==> src/pmic_irq_pkg.sv <==
// Purpose: shared constants and types for the interrupt and sequence register block
// Assumes: 250 MHz mclk, byte-wide registers reached over the two-wire control bus
// Notes: offsets are register addresses as seen on the bus
package pmic_irq_pkg;
    localparam int CLK_PERIOD_NS = 4;
    localparam int DEGLITCH_US = 32;
    localparam int DEGLITCH_NS = DEGLITCH_US * 1000;
    // least time, so round up
    localparam int DEGLITCH_CYCLES = (DEGLITCH_NS + CLK_PERIOD_NS - 1) / CLK_PERIOD_NS;

    localparam logic [6:0] DEV_ADDR_DEFAULT = 7'h28;
    localparam logic [7:0] OFS_STATUS_ONE = 8'h29;
    localparam logic [7:0] OFS_ENABLE_TWO = 8'h2a;
    localparam logic [7:0] OFS_STATUS_TWO = 8'h2b;
    localparam logic [7:0] OFS_SEQ_ONE = 8'h2c;

    // status one bit positions
    localparam int SP_BIT = 2;
    localparam int LP_BIT = 1;
    localparam int UV_BIT = 0;
    // enable two and status two bit positions
    localparam int FSD_BIT = 7;
    localparam int RISE_BIT = 6;
    localparam int FALL_BIT = 5;
    localparam int HOT_HI_BIT = 1;
    localparam int HOT_LO_BIT = 0;
    localparam logic [2:0] ENABLE_RESET = 3'h4;
    // priority field positions
    localparam int PRIO_W = 4;
    localparam int FIRST_PRIO_LSB = 0;
    localparam int SECOND_PRIO_LSB = 4;
    localparam logic [3:0] PRIO_OFF = 4'h0;
    localparam logic [3:0] PRIO_FIRST = 4'h1;
    localparam logic [3:0] PRIO_LAST = 4'hc;

    // flag vector indices
    localparam int NUM_FLAGS = 8;
    localparam int F_SHORT = 0;
    localparam int F_LONG = 1;
    localparam int F_UV = 2;
    localparam int F_FSD = 3;
    localparam int F_RISE = 4;
    localparam int F_FALL = 5;
    localparam int F_HOT_HI = 6;
    localparam int F_HOT_LO = 7;

    typedef struct packed {
        logic undervoltage;
        logic hot_high;
        logic hot_low;
    } analog_levels_t;

    typedef enum logic [2:0] {
        BUS_IDLE = 3'b000,
        BUS_ADDR = 3'b001,
        BUS_ACK = 3'b011,
        BUS_RX = 3'b010,
        BUS_TX = 3'b110,
        BUS_TX_ACK = 3'b111
    } bus_state_t;

    typedef enum logic [1:0] {
        SEQ_OFF = 2'b00,
        SEQ_UP = 2'b01,
        SEQ_ON = 2'b11,
        SEQ_DOWN = 2'b10
    } seq_state_t;
endpackage

==> src/sticky_flag.sv <==
// Purpose: one event flag, set by hardware and cleared by a register read
// Assumes: set and clear are single-cycle or level terms on mclk
// Notes: set wins over clear so an event in the clearing cycle is kept
`timescale 1ns/1ns
module sticky_flag
(
    input wire logic mclk,
    input wire logic reset,
    input wire logic set_in,
    input wire logic clear_in,
    output logic flag_r
);
    always_ff @(posedge mclk)
    begin
        if (reset)
            flag_r <= 1'b0;
        else if (set_in)
            flag_r <= 1'b1;
        else if (clear_in)
            flag_r <= 1'b0;
    end
endmodule

==> src/deglitch.sv <==
// Purpose: pass a level only after it has stayed put for CYCLES clocks
// Assumes: raw_in is synchronous to mclk
// Notes: any bounce restarts the count
`timescale 1ns/1ns
module deglitch
#(
    parameter int CYCLES = 8000
)
(
    input wire logic mclk,
    input wire logic reset,
    input wire logic raw_in,
    output logic level_r
);
    localparam int CW = $clog2(CYCLES + 1);
    logic [CW-1:0] count_r;

    always_ff @(posedge mclk)
    begin
        if (reset)
        begin
            level_r <= 1'b0;
            count_r <= '0;
        end
        else if (raw_in == level_r)
            count_r <= '0;
        else if (count_r == CW'(CYCLES - 1))
        begin
            level_r <= raw_in;
            count_r <= '0;
        end
        else
            count_r <= count_r + CW'(1);
    end
endmodule

==> src/pmic_irq_and_sequence_regs.sv <==
// Purpose: event flags, interrupt enables and buck sequencing behind the control bus
// Assumes: scl_in and sda_in are synchronous to mclk; power button is active high
// Notes: status registers clear on read; sda is open drain, low while sda_oe is high
`timescale 1ns/1ns
module pmic_irq_and_sequence_regs
#(
    parameter logic [6:0] DEV_ADDR = pmic_irq_pkg::DEV_ADDR_DEFAULT,
    parameter int DEGLITCH_CYC = pmic_irq_pkg::DEGLITCH_CYCLES,
    parameter int LONG_PRESS_CYC = 1000000,
    parameter int SHUTDOWN_CYC = 2000000,
    parameter int STEP_CYC = 250000,
    parameter logic [3:0] FIRST_PRIO_RESET = 4'h1,
    parameter logic [3:0] SECOND_PRIO_RESET = 4'h2
)
(
    input wire logic mclk,
    input wire logic reset,
    input wire logic scl_in,
    input wire logic sda_in,
    output logic sda_oe,
    input wire logic power_button_input,
    input wire pmic_irq_pkg::analog_levels_t analog_in,
    input wire logic power_on_request,
    input wire logic power_off_request,
    output logic irq_out,
    output logic [1:0] buck_enable
);
    import pmic_irq_pkg::*;

    localparam int TW = 32;

    logic [NUM_FLAGS-1:0] flag_set;
    logic [NUM_FLAGS-1:0] flag_clr;
    logic [NUM_FLAGS-1:0] flags;
    logic [2:0] enable_r;
    logic [PRIO_W-1:0] prio_r [2];
    logic button_db;
    logic button_q_r;
    logic [TW-1:0] press_cnt_r;
    logic long_done_r;
    logic fsd_done_r;
    logic fsd_pulse;

    // button path
    // input deglitch
    deglitch #(.CYCLES(DEGLITCH_CYC)) button_filter
    (
        .mclk(mclk),
        .reset(reset),
        .raw_in(power_button_input),
        .level_r(button_db)
    );

    always_ff @(posedge mclk)
    begin
        if (reset)
            button_q_r <= 1'b0;
        else
            button_q_r <= button_db;
    end

    always_ff @(posedge mclk)
    begin
        if (reset)
        begin
            press_cnt_r <= '0;
            long_done_r <= 1'b0;
            fsd_done_r <= 1'b0;
        end
        else if (!button_db)
        begin
            press_cnt_r <= '0;
            long_done_r <= 1'b0;
            fsd_done_r <= 1'b0;
        end
        else
        begin
            if (press_cnt_r != TW'(SHUTDOWN_CYC))
                press_cnt_r <= press_cnt_r + TW'(1);
            if (press_cnt_r == TW'(LONG_PRESS_CYC))
                long_done_r <= 1'b1;
            if (fsd_pulse)
                fsd_done_r <= 1'b1;
        end
    end

    assign fsd_pulse = button_db && !fsd_done_r && press_cnt_r == TW'(SHUTDOWN_CYC);

    always_comb
    begin
        // short press ends before long time
        flag_set[F_SHORT] = button_q_r && !button_db && !long_done_r;
        flag_set[F_LONG] = button_db && !long_done_r && press_cnt_r == TW'(LONG_PRESS_CYC);
        flag_set[F_UV] = analog_in.undervoltage;
        flag_set[F_FSD] = fsd_pulse;
        flag_set[F_RISE] = button_db && !button_q_r;
        flag_set[F_FALL] = !button_db && button_q_r;
        flag_set[F_HOT_HI] = analog_in.hot_high;
        flag_set[F_HOT_LO] = analog_in.hot_low;
    end

    for (genvar g = 0; g < NUM_FLAGS; g++)
    begin : gen_flags
        sticky_flag flag_bit
        (
            .mclk(mclk),
            .reset(reset),
            .set_in(flag_set[g]),
            .clear_in(flag_clr[g]),
            .flag_r(flags[g])
        );
    end

    always_ff @(posedge mclk)
    begin
        if (reset)
            irq_out <= 1'b0;
        else
            irq_out <= (flags[F_FSD] && enable_r[2]) || (flags[F_RISE] && enable_r[1])
                || (flags[F_FALL] && enable_r[0]);
    end

    // register read view
    logic [7:0] ptr_r;
    logic [7:0] rd_data;

    always_comb
    begin
        rd_data = 8'h00;
        case (ptr_r)
            OFS_STATUS_ONE:
            begin
                rd_data[SP_BIT] = flags[F_SHORT];
                rd_data[LP_BIT] = flags[F_LONG];
                rd_data[UV_BIT] = flags[F_UV];
            end
            OFS_ENABLE_TWO:
            begin
                rd_data[FSD_BIT] = enable_r[2];
                rd_data[RISE_BIT] = enable_r[1];
                rd_data[FALL_BIT] = enable_r[0];
            end
            OFS_STATUS_TWO:
            begin
                rd_data[FSD_BIT] = flags[F_FSD];
                rd_data[RISE_BIT] = flags[F_RISE];
                rd_data[FALL_BIT] = flags[F_FALL];
                rd_data[HOT_HI_BIT] = flags[F_HOT_HI];
                rd_data[HOT_LO_BIT] = flags[F_HOT_LO];
            end
            OFS_SEQ_ONE:
            begin
                rd_data[SECOND_PRIO_LSB +: PRIO_W] = prio_r[1];
                rd_data[FIRST_PRIO_LSB +: PRIO_W] = prio_r[0];
            end
            default:
                rd_data = 8'h00;
        endcase
    end

    // control bus slave
    bus_state_t bus_state_r;
    logic scl_q_r;
    logic sda_q_r;
    logic [7:0] shift_r;
    logic [3:0] bit_cnt_r;
    logic read_dir_r;
    logic have_ptr_r;
    logic wr_pulse;
    logic rd_load;
    logic start_cond;
    logic stop_cond;
    logic scl_rise;
    logic scl_fall;

    always_ff @(posedge mclk)
    begin
        if (reset)
        begin
            scl_q_r <= 1'b1;
            sda_q_r <= 1'b1;
        end
        else
        begin
            scl_q_r <= scl_in;
            sda_q_r <= sda_in;
        end
    end

    assign start_cond = scl_in && scl_q_r && sda_q_r && !sda_in;
    assign stop_cond = scl_in && scl_q_r && !sda_q_r && sda_in;
    assign scl_rise = scl_in && !scl_q_r;
    assign scl_fall = !scl_in && scl_q_r;
    assign wr_pulse = scl_fall && bus_state_r == BUS_RX && bit_cnt_r == 4'h8 && have_ptr_r;
    assign rd_load = scl_fall && read_dir_r
        && (bus_state_r == BUS_ACK || bus_state_r == BUS_TX_ACK);

    always_ff @(posedge mclk)
    begin
        if (reset)
        begin
            bus_state_r <= BUS_IDLE;
            shift_r <= 8'h00;
            bit_cnt_r <= 4'h0;
            read_dir_r <= 1'b0;
            have_ptr_r <= 1'b0;
            ptr_r <= 8'h00;
            sda_oe <= 1'b0;
        end
        else if (start_cond)
        begin
            bus_state_r <= BUS_ADDR;
            bit_cnt_r <= 4'h0;
            have_ptr_r <= 1'b0;
            sda_oe <= 1'b0;
        end
        else if (stop_cond)
        begin
            bus_state_r <= BUS_IDLE;
            sda_oe <= 1'b0;
        end
        else
        begin
            case (bus_state_r)
                BUS_ADDR, BUS_RX:
                begin
                    if (scl_rise && bit_cnt_r != 4'h8)
                    begin
                        shift_r <= {shift_r[6:0], sda_in};
                        bit_cnt_r <= bit_cnt_r + 4'h1;
                    end
                    else if (scl_fall && bit_cnt_r == 4'h8)
                    begin
                        bit_cnt_r <= 4'h0;
                        if (bus_state_r == BUS_ADDR && shift_r[7:1] != DEV_ADDR)
                            bus_state_r <= BUS_IDLE;
                        else
                        begin
                            bus_state_r <= BUS_ACK;
                            sda_oe <= 1'b1;
                            if (bus_state_r == BUS_ADDR)
                                read_dir_r <= shift_r[0];
                            else if (!have_ptr_r)
                            begin
                                ptr_r <= shift_r;
                                have_ptr_r <= 1'b1;
                            end
                            else
                                ptr_r <= ptr_r + 8'h01;
                        end
                    end
                end
                BUS_ACK, BUS_TX_ACK:
                begin
                    if (scl_rise && bus_state_r == BUS_TX_ACK && sda_in)
                        bus_state_r <= BUS_IDLE;
                    else if (scl_fall && read_dir_r)
                    begin
                        // first data bit goes out as ack ends
                        shift_r <= rd_data;
                        sda_oe <= !rd_data[7];
                        bit_cnt_r <= 4'h1;
                        ptr_r <= ptr_r + 8'h01;
                        bus_state_r <= BUS_TX;
                    end
                    else if (scl_fall)
                    begin
                        sda_oe <= 1'b0;
                        bus_state_r <= BUS_RX;
                    end
                end
                BUS_TX:
                begin
                    if (scl_fall && bit_cnt_r == 4'h8)
                    begin
                        sda_oe <= 1'b0;
                        bit_cnt_r <= 4'h0;
                        bus_state_r <= BUS_TX_ACK;
                    end
                    else if (scl_fall)
                    begin
                        sda_oe <= !shift_r[6];
                        shift_r <= {shift_r[6:0], 1'b0};
                        bit_cnt_r <= bit_cnt_r + 4'h1;
                    end
                end
                default:
                    sda_oe <= 1'b0;
            endcase
        end
    end

    // status registers clear when their byte is loaded for the host
    always_comb
    begin
        flag_clr = '0;
        if (rd_load && ptr_r == OFS_STATUS_ONE)
        begin
            flag_clr[F_SHORT] = 1'b1;
            flag_clr[F_LONG] = 1'b1;
            flag_clr[F_UV] = 1'b1;
        end
        if (rd_load && ptr_r == OFS_STATUS_TWO)
        begin
            flag_clr[F_FSD] = 1'b1;
            flag_clr[F_RISE] = 1'b1;
            flag_clr[F_FALL] = 1'b1;
            flag_clr[F_HOT_HI] = 1'b1;
            flag_clr[F_HOT_LO] = 1'b1;
        end
    end

    // writable registers
    always_ff @(posedge mclk)
    begin
        if (reset)
            enable_r <= ENABLE_RESET;
        else if (wr_pulse && ptr_r == OFS_ENABLE_TWO)
            enable_r <= {shift_r[FSD_BIT], shift_r[RISE_BIT], shift_r[FALL_BIT]};
    end

    always_ff @(posedge mclk)
    begin
        if (reset)
        begin
            prio_r[0] <= FIRST_PRIO_RESET;
            prio_r[1] <= SECOND_PRIO_RESET;
        end
        else if (wr_pulse && ptr_r == OFS_SEQ_ONE)
        begin
            prio_r[0] <= shift_r[FIRST_PRIO_LSB +: PRIO_W];
            prio_r[1] <= shift_r[SECOND_PRIO_LSB +: PRIO_W];
        end
    end

    // buck sequencer
    seq_state_t seq_state_r;
    logic [3:0] step_r;
    logic [TW-1:0] step_timer_r;
    logic step_tick;

    assign step_tick = step_timer_r == TW'(STEP_CYC - 1);

    always_ff @(posedge mclk)
    begin
        if (reset || seq_state_r == SEQ_OFF || seq_state_r == SEQ_ON || step_tick)
            step_timer_r <= '0;
        else
            step_timer_r <= step_timer_r + TW'(1);
    end

    always_ff @(posedge mclk)
    begin
        if (reset)
        begin
            seq_state_r <= SEQ_OFF;
            step_r <= PRIO_FIRST;
        end
        else
        begin
            case (seq_state_r)
                SEQ_OFF:
                    if (power_on_request && !fsd_pulse)
                    begin
                        seq_state_r <= SEQ_UP;
                        step_r <= PRIO_FIRST;
                    end
                SEQ_UP:
                    if (fsd_pulse || power_off_request)
                        seq_state_r <= SEQ_DOWN;
                    else if (step_tick && step_r == PRIO_LAST)
                        seq_state_r <= SEQ_ON;
                    else if (step_tick)
                        step_r <= step_r + 4'h1;
                SEQ_ON:
                    if (fsd_pulse || power_off_request)
                    begin
                        seq_state_r <= SEQ_DOWN;
                        step_r <= PRIO_LAST;
                    end
                SEQ_DOWN:
                    if (step_tick && step_r == PRIO_FIRST)
                        seq_state_r <= SEQ_OFF;
                    else if (step_tick)
                        step_r <= step_r - 4'h1;
                default:
                    seq_state_r <= SEQ_OFF;
            endcase
        end
    end

    for (genvar b = 0; b < 2; b++)
    begin : gen_bucks
        always_ff @(posedge mclk)
        begin
            if (reset)
                buck_enable[b] <= 1'b0;
            else if (seq_state_r == SEQ_UP && step_tick && prio_r[b] == step_r
                && prio_r[b] != PRIO_OFF)
                buck_enable[b] <= 1'b1;
            else if (seq_state_r == SEQ_DOWN && step_tick && prio_r[b] >= step_r)
                buck_enable[b] <= 1'b0;
        end
    end
endmodule

==> config.mk <==
export PLATFORM = sky130hd
export DESIGN_NAME = pmic_irq_and_sequence_regs
export DESIGN_NICKNAME = d
export VERILOG_FILES = /design/src/pmic_irq_pkg.sv /design/src/sticky_flag.sv /design/src/deglitch.sv /design/src/pmic_irq_and_sequence_regs.sv
export SDC_FILE = /design/constraint.sdc
export NUM_CORES = 1
export LEC_CHECK = 0
export BUFFER_PORTS_ARGS = -buffer_cell sky130_fd_sc_hd__buf_2
export CAP_MARGIN = 20
export CORE_AREA = 2 2 108 110
export CTS_CLUSTER_DIAMETER = 50
export DETAILED_ROUTE_END_ITERATION = 7
export DIE_AREA = 0 0 110 112
export MAX_ROUTING_LAYER = met4
export PLACE_DENSITY = 0.8
export SLEW_MARGIN = 20
export SYNTH_ARGS = -nofsm -noshare
export SYNTH_HDL_FRONTEND = slang
export SYNTH_SLANG_ARGS = --single-unit
==> constraint.sdc <==
create_clock -name mclk -period 7.8 [get_ports mclk]
set_input_delay 0 -clock mclk [delete_from_list [all_inputs] [get_ports mclk]]
set_output_delay 0 -clock mclk [all_outputs]
set_load 0.01 [all_outputs]
# Word-level counts from Yosys, hierarchy flattened
# Memory sizes are Yosys's and may differ from the RTL's.
# Index checks and enable logic that the tools add are counted.
# word_totals
ram_bits	8
elab_cells	282
reg_bits	129
output_inout_bits	4
memories	1
input_bits	10
# op_classes
bitwise	9
addsub	7
n_eq_ne	52
reduce_logical	93
mux	87
n_lt_le_gt_ge	2
# memory_table
name	words	word_bits	read_ports	rd_ports_with_merged_regs	wr	line	source
prio_r	2	4	2	0	2	pmic_irq_and_sequence_regs.sv:36	logic [PRIO_W-1:0] prio_r [2];
# op_table
cell	count
$mux W8	12
$add A32 B1 Y32 const B	2
$mux W4	15
$logic_and A1 B1 Y1	42
$mux W1	35
$eq A32 B18 Y1 const B	1
$eq A32 B20 Y1 const B	1
$eq A32 B21 Y1 const B	1
$eq A8 B6 Y1 const B	4
$ne A2 B2 Y1 const B	16
$ne A32 B21 Y1 const B	1
$pmux W8 S3	1
$reduce_bool A2 Y1	11
$mux W3	7
$ne A4 B4 Y1 const B	5
$pmux W3 S3	2
$reduce_and A6 Y1	3
$pmux W4 S4	1
$pmux W8 S2	1
$mux W2	7
$reduce_and A7 Y1	2
$add A13 B1 Y13 const B	1
$eq A13 B13 Y1 const B	1
$ne A3 B3 Y1 const B	4
37 further kinds	74

# Depth between registers and ports, before layout
# logic_depth
depth_word	10
depth_mapped	9
mapped_depth_nobuf	8

# Hierarchy
# From an unflattened synthesis, not the netlist that was laid out.
# hier_totals
cells_unflattened	822
hier_area_um2	7138.1
# modules_own_cells
module	area_each_um2	cells_per_inst	seq_area_each_um2	instances
pmic_irq_and_sequence_regs	6152.2	720	2382.3	1
deglitch	675.6	70	280.3	1
sticky_flag	38.8	4	20.0	8

# Worst setup path before layout
# OpenSTA, ideal clock, no wires.
# synth_timing
kind	register to register
from	register bit_cnt_r[0]
to	memory prio_r[0][0] (enable)
arrival_time_ns	2.118
period_less_slack_ns	2.516
path_slack_ns	5.284
t_required_ns	7.402
n_path_buf	0
setup_ns	0.398
stages_incl_launch_ff	8
path_cell_list	dfxtp_1 -> inv_1 -> ha_1 -> and3b_1 -> nand2_1 -> nor2_1 -> nand3_1 -> o41ai_1
# synth_rtl
element	line	source
start: declaration	pmic_irq_and_sequence_regs.sv:166	logic [3:0] bit_cnt_r;
start signal: assignment	pmic_irq_and_sequence_regs.sv:230	bit_cnt_r <= bit_cnt_r + 4'h1;
start signal: assignment	pmic_irq_and_sequence_regs.sv:284	bit_cnt_r <= bit_cnt_r + 4'h1;
end: declaration	pmic_irq_and_sequence_regs.sv:36	

==> impl_metrics.ini <==
[routing]
final_antenna_net_count = 0
detail_route.first_pass.iterations = 5
via_density_per_instance = 6.11
detail_route.wl_per_cell_um = 15.9
detailroute.via_count = 6012
drc = 0
routed_wirelength_um = 15600
initialDrtViolationCount = 667

[place]
dp.final_hpwl_um = 10500
placedCellCount = 946
gp_routability_congestion = 0.946
io_buffers = 13
postPlaceCellArea_um2 = 7070

[clock_network]
clock-root-buffer = sky130_fd_sc_hd__clkbuf_16
cts-root-to-sink-buffers = 2
post_cts_setup_repair_buffer_count = 0
cts_num_sinks = 137
insertion_delay_ns = 0.42
cts_resized = 0
tritoncts = yes
clkSlewWorstSetupHoldPaths_ns = 0.06
htree_levels = 4
cts_made_buffers = 17

[layout]
area.sequential_um2 = 2820
layout-drive-gt1-share_pct = 7.25
final_cells = 984
layout_common_cells = sky130_fd_sc_hd__dfxtp_1, sky130_fd_sc_hd__nor2_1, sky130_fd_sc_hd__nand2_1
multi_input_comb_area_um2 = 3900
layout-area-overhead-vs-synth_pct = 10.5
post-route-cell-area_um2 = 7690
antenna_cells_inserted = 0
mostFrequentLayoutCell = sky130_fd_sc_hd__dfxtp_1
num-nets-final = 862
fillerInstances = 870

[synth]
mappedNetlistNets = 850
synth.largest_area_cell = sky130_fd_sc_hd__dfxtp_1
synth_cell_types = 73
seq_area_frac_synth_pct = 40.5
synth_top_cell_area_share_pct = 37.1
synth.area.top_cells = sky130_fd_sc_hd__dfxtp_1, sky130_fd_sc_hd__nor2_1, sky130_fd_sc_hd__xor2_1
synth.avg_cell_area_um2 = 8.52
post_synth_inst_count = 818
top_flip_flop_cell_by_instance_count_after_synthesis = sky130_fd_sc_hd__dfxtp_1
ys.warnings.count = 0
async_reset_ff_share_pct = 0
synth_edf_count = 8
ys_seq_elements = 137
syn-cell-area_um2 = 6970

[global_routing]
grt_util_all_layers_pct = 27.2
grt_pass1_vias = 5753
global_route_wire_length_before_repair_um = 26000
grt_antenna_before_repair = 0
gr-total-overflow = 0
grt_start_max_net_pins = 45

[floorplanning]
floorplan.rows = 39
core_area_um2 = 11200
io-pin-count = 14
dieWidth_um = 110
initial_cell_density_of_the_core_pct = 62.3
die-area_um2 = 12300
die-height_um = 112

[worst_setup_path]
worst_ep_required_time_ns = 7.95
worstPathMaxFanout = 9
timing.critical_path.from_type = flop
crit_type = flop to flop
critical_path.endpoint_type = flop
cp.arrival_ns = 2.72

[timing]
timing.slew.headroom_pct = 27.9
min_period_over_period_pct = 33.0
final-hold-violation-count = 0
finalClockSkew_ns = 0.00754
report.final.setup_viol = 0
slew_violations = 0
totalNegativeSetupSlack_ns = 0
post_route_minimum_period_ns = 2.57
worst_pin_slew_ns = 1.07
max_freq_mhz = 388
grt_setup_unrepaired = false

[pwr]
design_power_total_mw = 1.52
worst_ir_drop_vdd_mv = 0.193
pwr-share-seq_pct = 47.8
power.net_switching_mw = 0.331
pwr_density_cell_nw_per_um2 = 197
power.share.clock_pct = 47.9
power.combinational.fraction_pct = 4.3
power_switching_share_pct = 21.8
p_int_mw = 1.19
power.leakage_nw = 2.67

[hold_path]
hp-class = primary input to flop

[run_status]
status = complete, no violations

[job]
maxCapViolations = 0
[path summary, 6_finish.rpt]
path	end	slack [ns]	cells after the start	startpoint
setup / recovery	prio_r[0][0]	5.23	4	ptr_r[3]
hold / removal	gen_flags[7].flag_bit.flag_r	0.13	3	reset
setup reg to reg	prio_r[0][0]	5.23	4	ptr_r[3]
hold reg to reg	step_timer_r[0]	0.46	1	step_timer_r[0]
[area by class of cell]
type                            instances  share of cell area (%)
Clock buffer                           28                    6.73
Clock inverter                          2                   0.130
Inverter                               25                    1.22
Multi-Input combinational cell        625                    50.7
Sequential cell                       137                    36.7
Tap cell                              143                    2.33
Timing Repair Buffer                   24                    2.18
[worst max-delay path, cell delays in order, from the launching register on]
cell and delay [ns]:
sky130_fd_sc_hd__dfxtp_1 0.41, sky130_fd_sc_hd__nand4bb_1 0.24, sky130_fd_sc_hd__nor3_1 0.80, sky130_fd_sc_hd__nor3b_1 0.73
sky130_fd_sc_hd__nand2b_1 0.12
[layer usage]
metal	track usage [%]	vias up	share of wire, %
met2	42.7	171	48
met5	-	-	0
met3	7.67	22	5.5
met4	9.70	0	1.3
met1	33.1	2867	45
li1	-	2952	-
[through the flow]
step / hold slack, ns / utilization [%] / worst slack (ns)
2_1_floorplan: 0.117 / - / 5.28
3_3_place_gp: 0.229 / 63.3 / 5.31
3_5_place_dp: 0.230 / 63.3 / 5.16
4_1_cts: 0.117 / 68.7 / 5.11
5_1_grt: 0.139 / 68.9 / 5.01
6_report: 0.125 / 68.9 / 5.23
[cells by family after synthesis]
logic type | count (synthesis) | synth area share (%)
AO/OA/AOI/OAI | 141 | 13.1
XOR/XNOR | 66 | 8.30
adder cells (fa/ha/maj) | 22 | 3.95
buffers and inverters | 56 | 3.61
flip-flops | 137 | 40.5
multiplexers | 13 | 1.89
AND/OR/NAND/NOR | 383 | 28.7
[Yosys cell counts (4+ instances only)]
cell	n
sky130_fd_sc_hd__o31ai_1	5
sky130_fd_sc_hd__and3_1	24
sky130_fd_sc_hd__ha_1	22
sky130_fd_sc_hd__xnor2_1	26
sky130_fd_sc_hd__clkbuf_1	24
sky130_fd_sc_hd__nor2_1	125
sky130_fd_sc_hd__a221oi_1	5
sky130_fd_sc_hd__a211oi_1	4
sky130_fd_sc_hd__and4_1	7
sky130_fd_sc_hd__and2_1	10
sky130_fd_sc_hd__a21o_1	6
sky130_fd_sc_hd__a21oi_1	47
sky130_fd_sc_hd__xor2_1	40
sky130_fd_sc_hd__nand2b_1	8
sky130_fd_sc_hd__or2_2	4
sky130_fd_sc_hd__dfxtp_1	129
sky130_fd_sc_hd__or3_1	9
sky130_fd_sc_hd__nor4_1	16
sky130_fd_sc_hd__edfxtp_1	8
sky130_fd_sc_hd__nor2b_1	7
sky130_fd_sc_hd__a31oi_1	5
sky130_fd_sc_hd__o21ai_0	33
sky130_fd_sc_hd__nor4b_1	7
sky130_fd_sc_hd__nand2_1	70
sky130_fd_sc_hd__mux2i_1	12
sky130_fd_sc_hd__nand3_1	36
sky130_fd_sc_hd__nor3b_1	4
sky130_fd_sc_hd__inv_1	25
sky130_fd_sc_hd__nand4_1	21
sky130_fd_sc_hd__a311oi_1	4
sky130_fd_sc_hd__nor3_1	10
[power by group through the flow]
stage	registers (mW)	logic [mW]	clock network, mW
2_1_floorplan	0.735	0.0503	0
3_3_place_gp	0.740	0.0576	0
3_5_place_dp	0.741	0.0601	0
4_1_cts	0.726	0.0636	0.736
5_1_grt	0.727	0.0721	0.771
6_report	0.726	0.0647	0.727
[state kept, by name, indices dropped and copies added, names as in the netlist, 3 cells and up]
| name | count |
|---|---|
| press_cnt_r | 32 |
| step_timer_r | 32 |
| button_filter.count_r | 13 |
| gen_flags.flag_bit.flag_r | 8 |
| prio_r | 8 |
| ptr_r | 8 |
| shift_r | 8 |
| bit_cnt_r | 4 |
| step_r | 4 |
| bus_state_r | 3 |
| enable_r | 3 |
[repair_timing]
item | 4_1_cts | 5_1_grt
hold buffers | 8 | 0
endpoints found under the setup margin | 0 | 0
hold endpoints to repair | 10 | 0
Power figures use the tool's default switching activity.
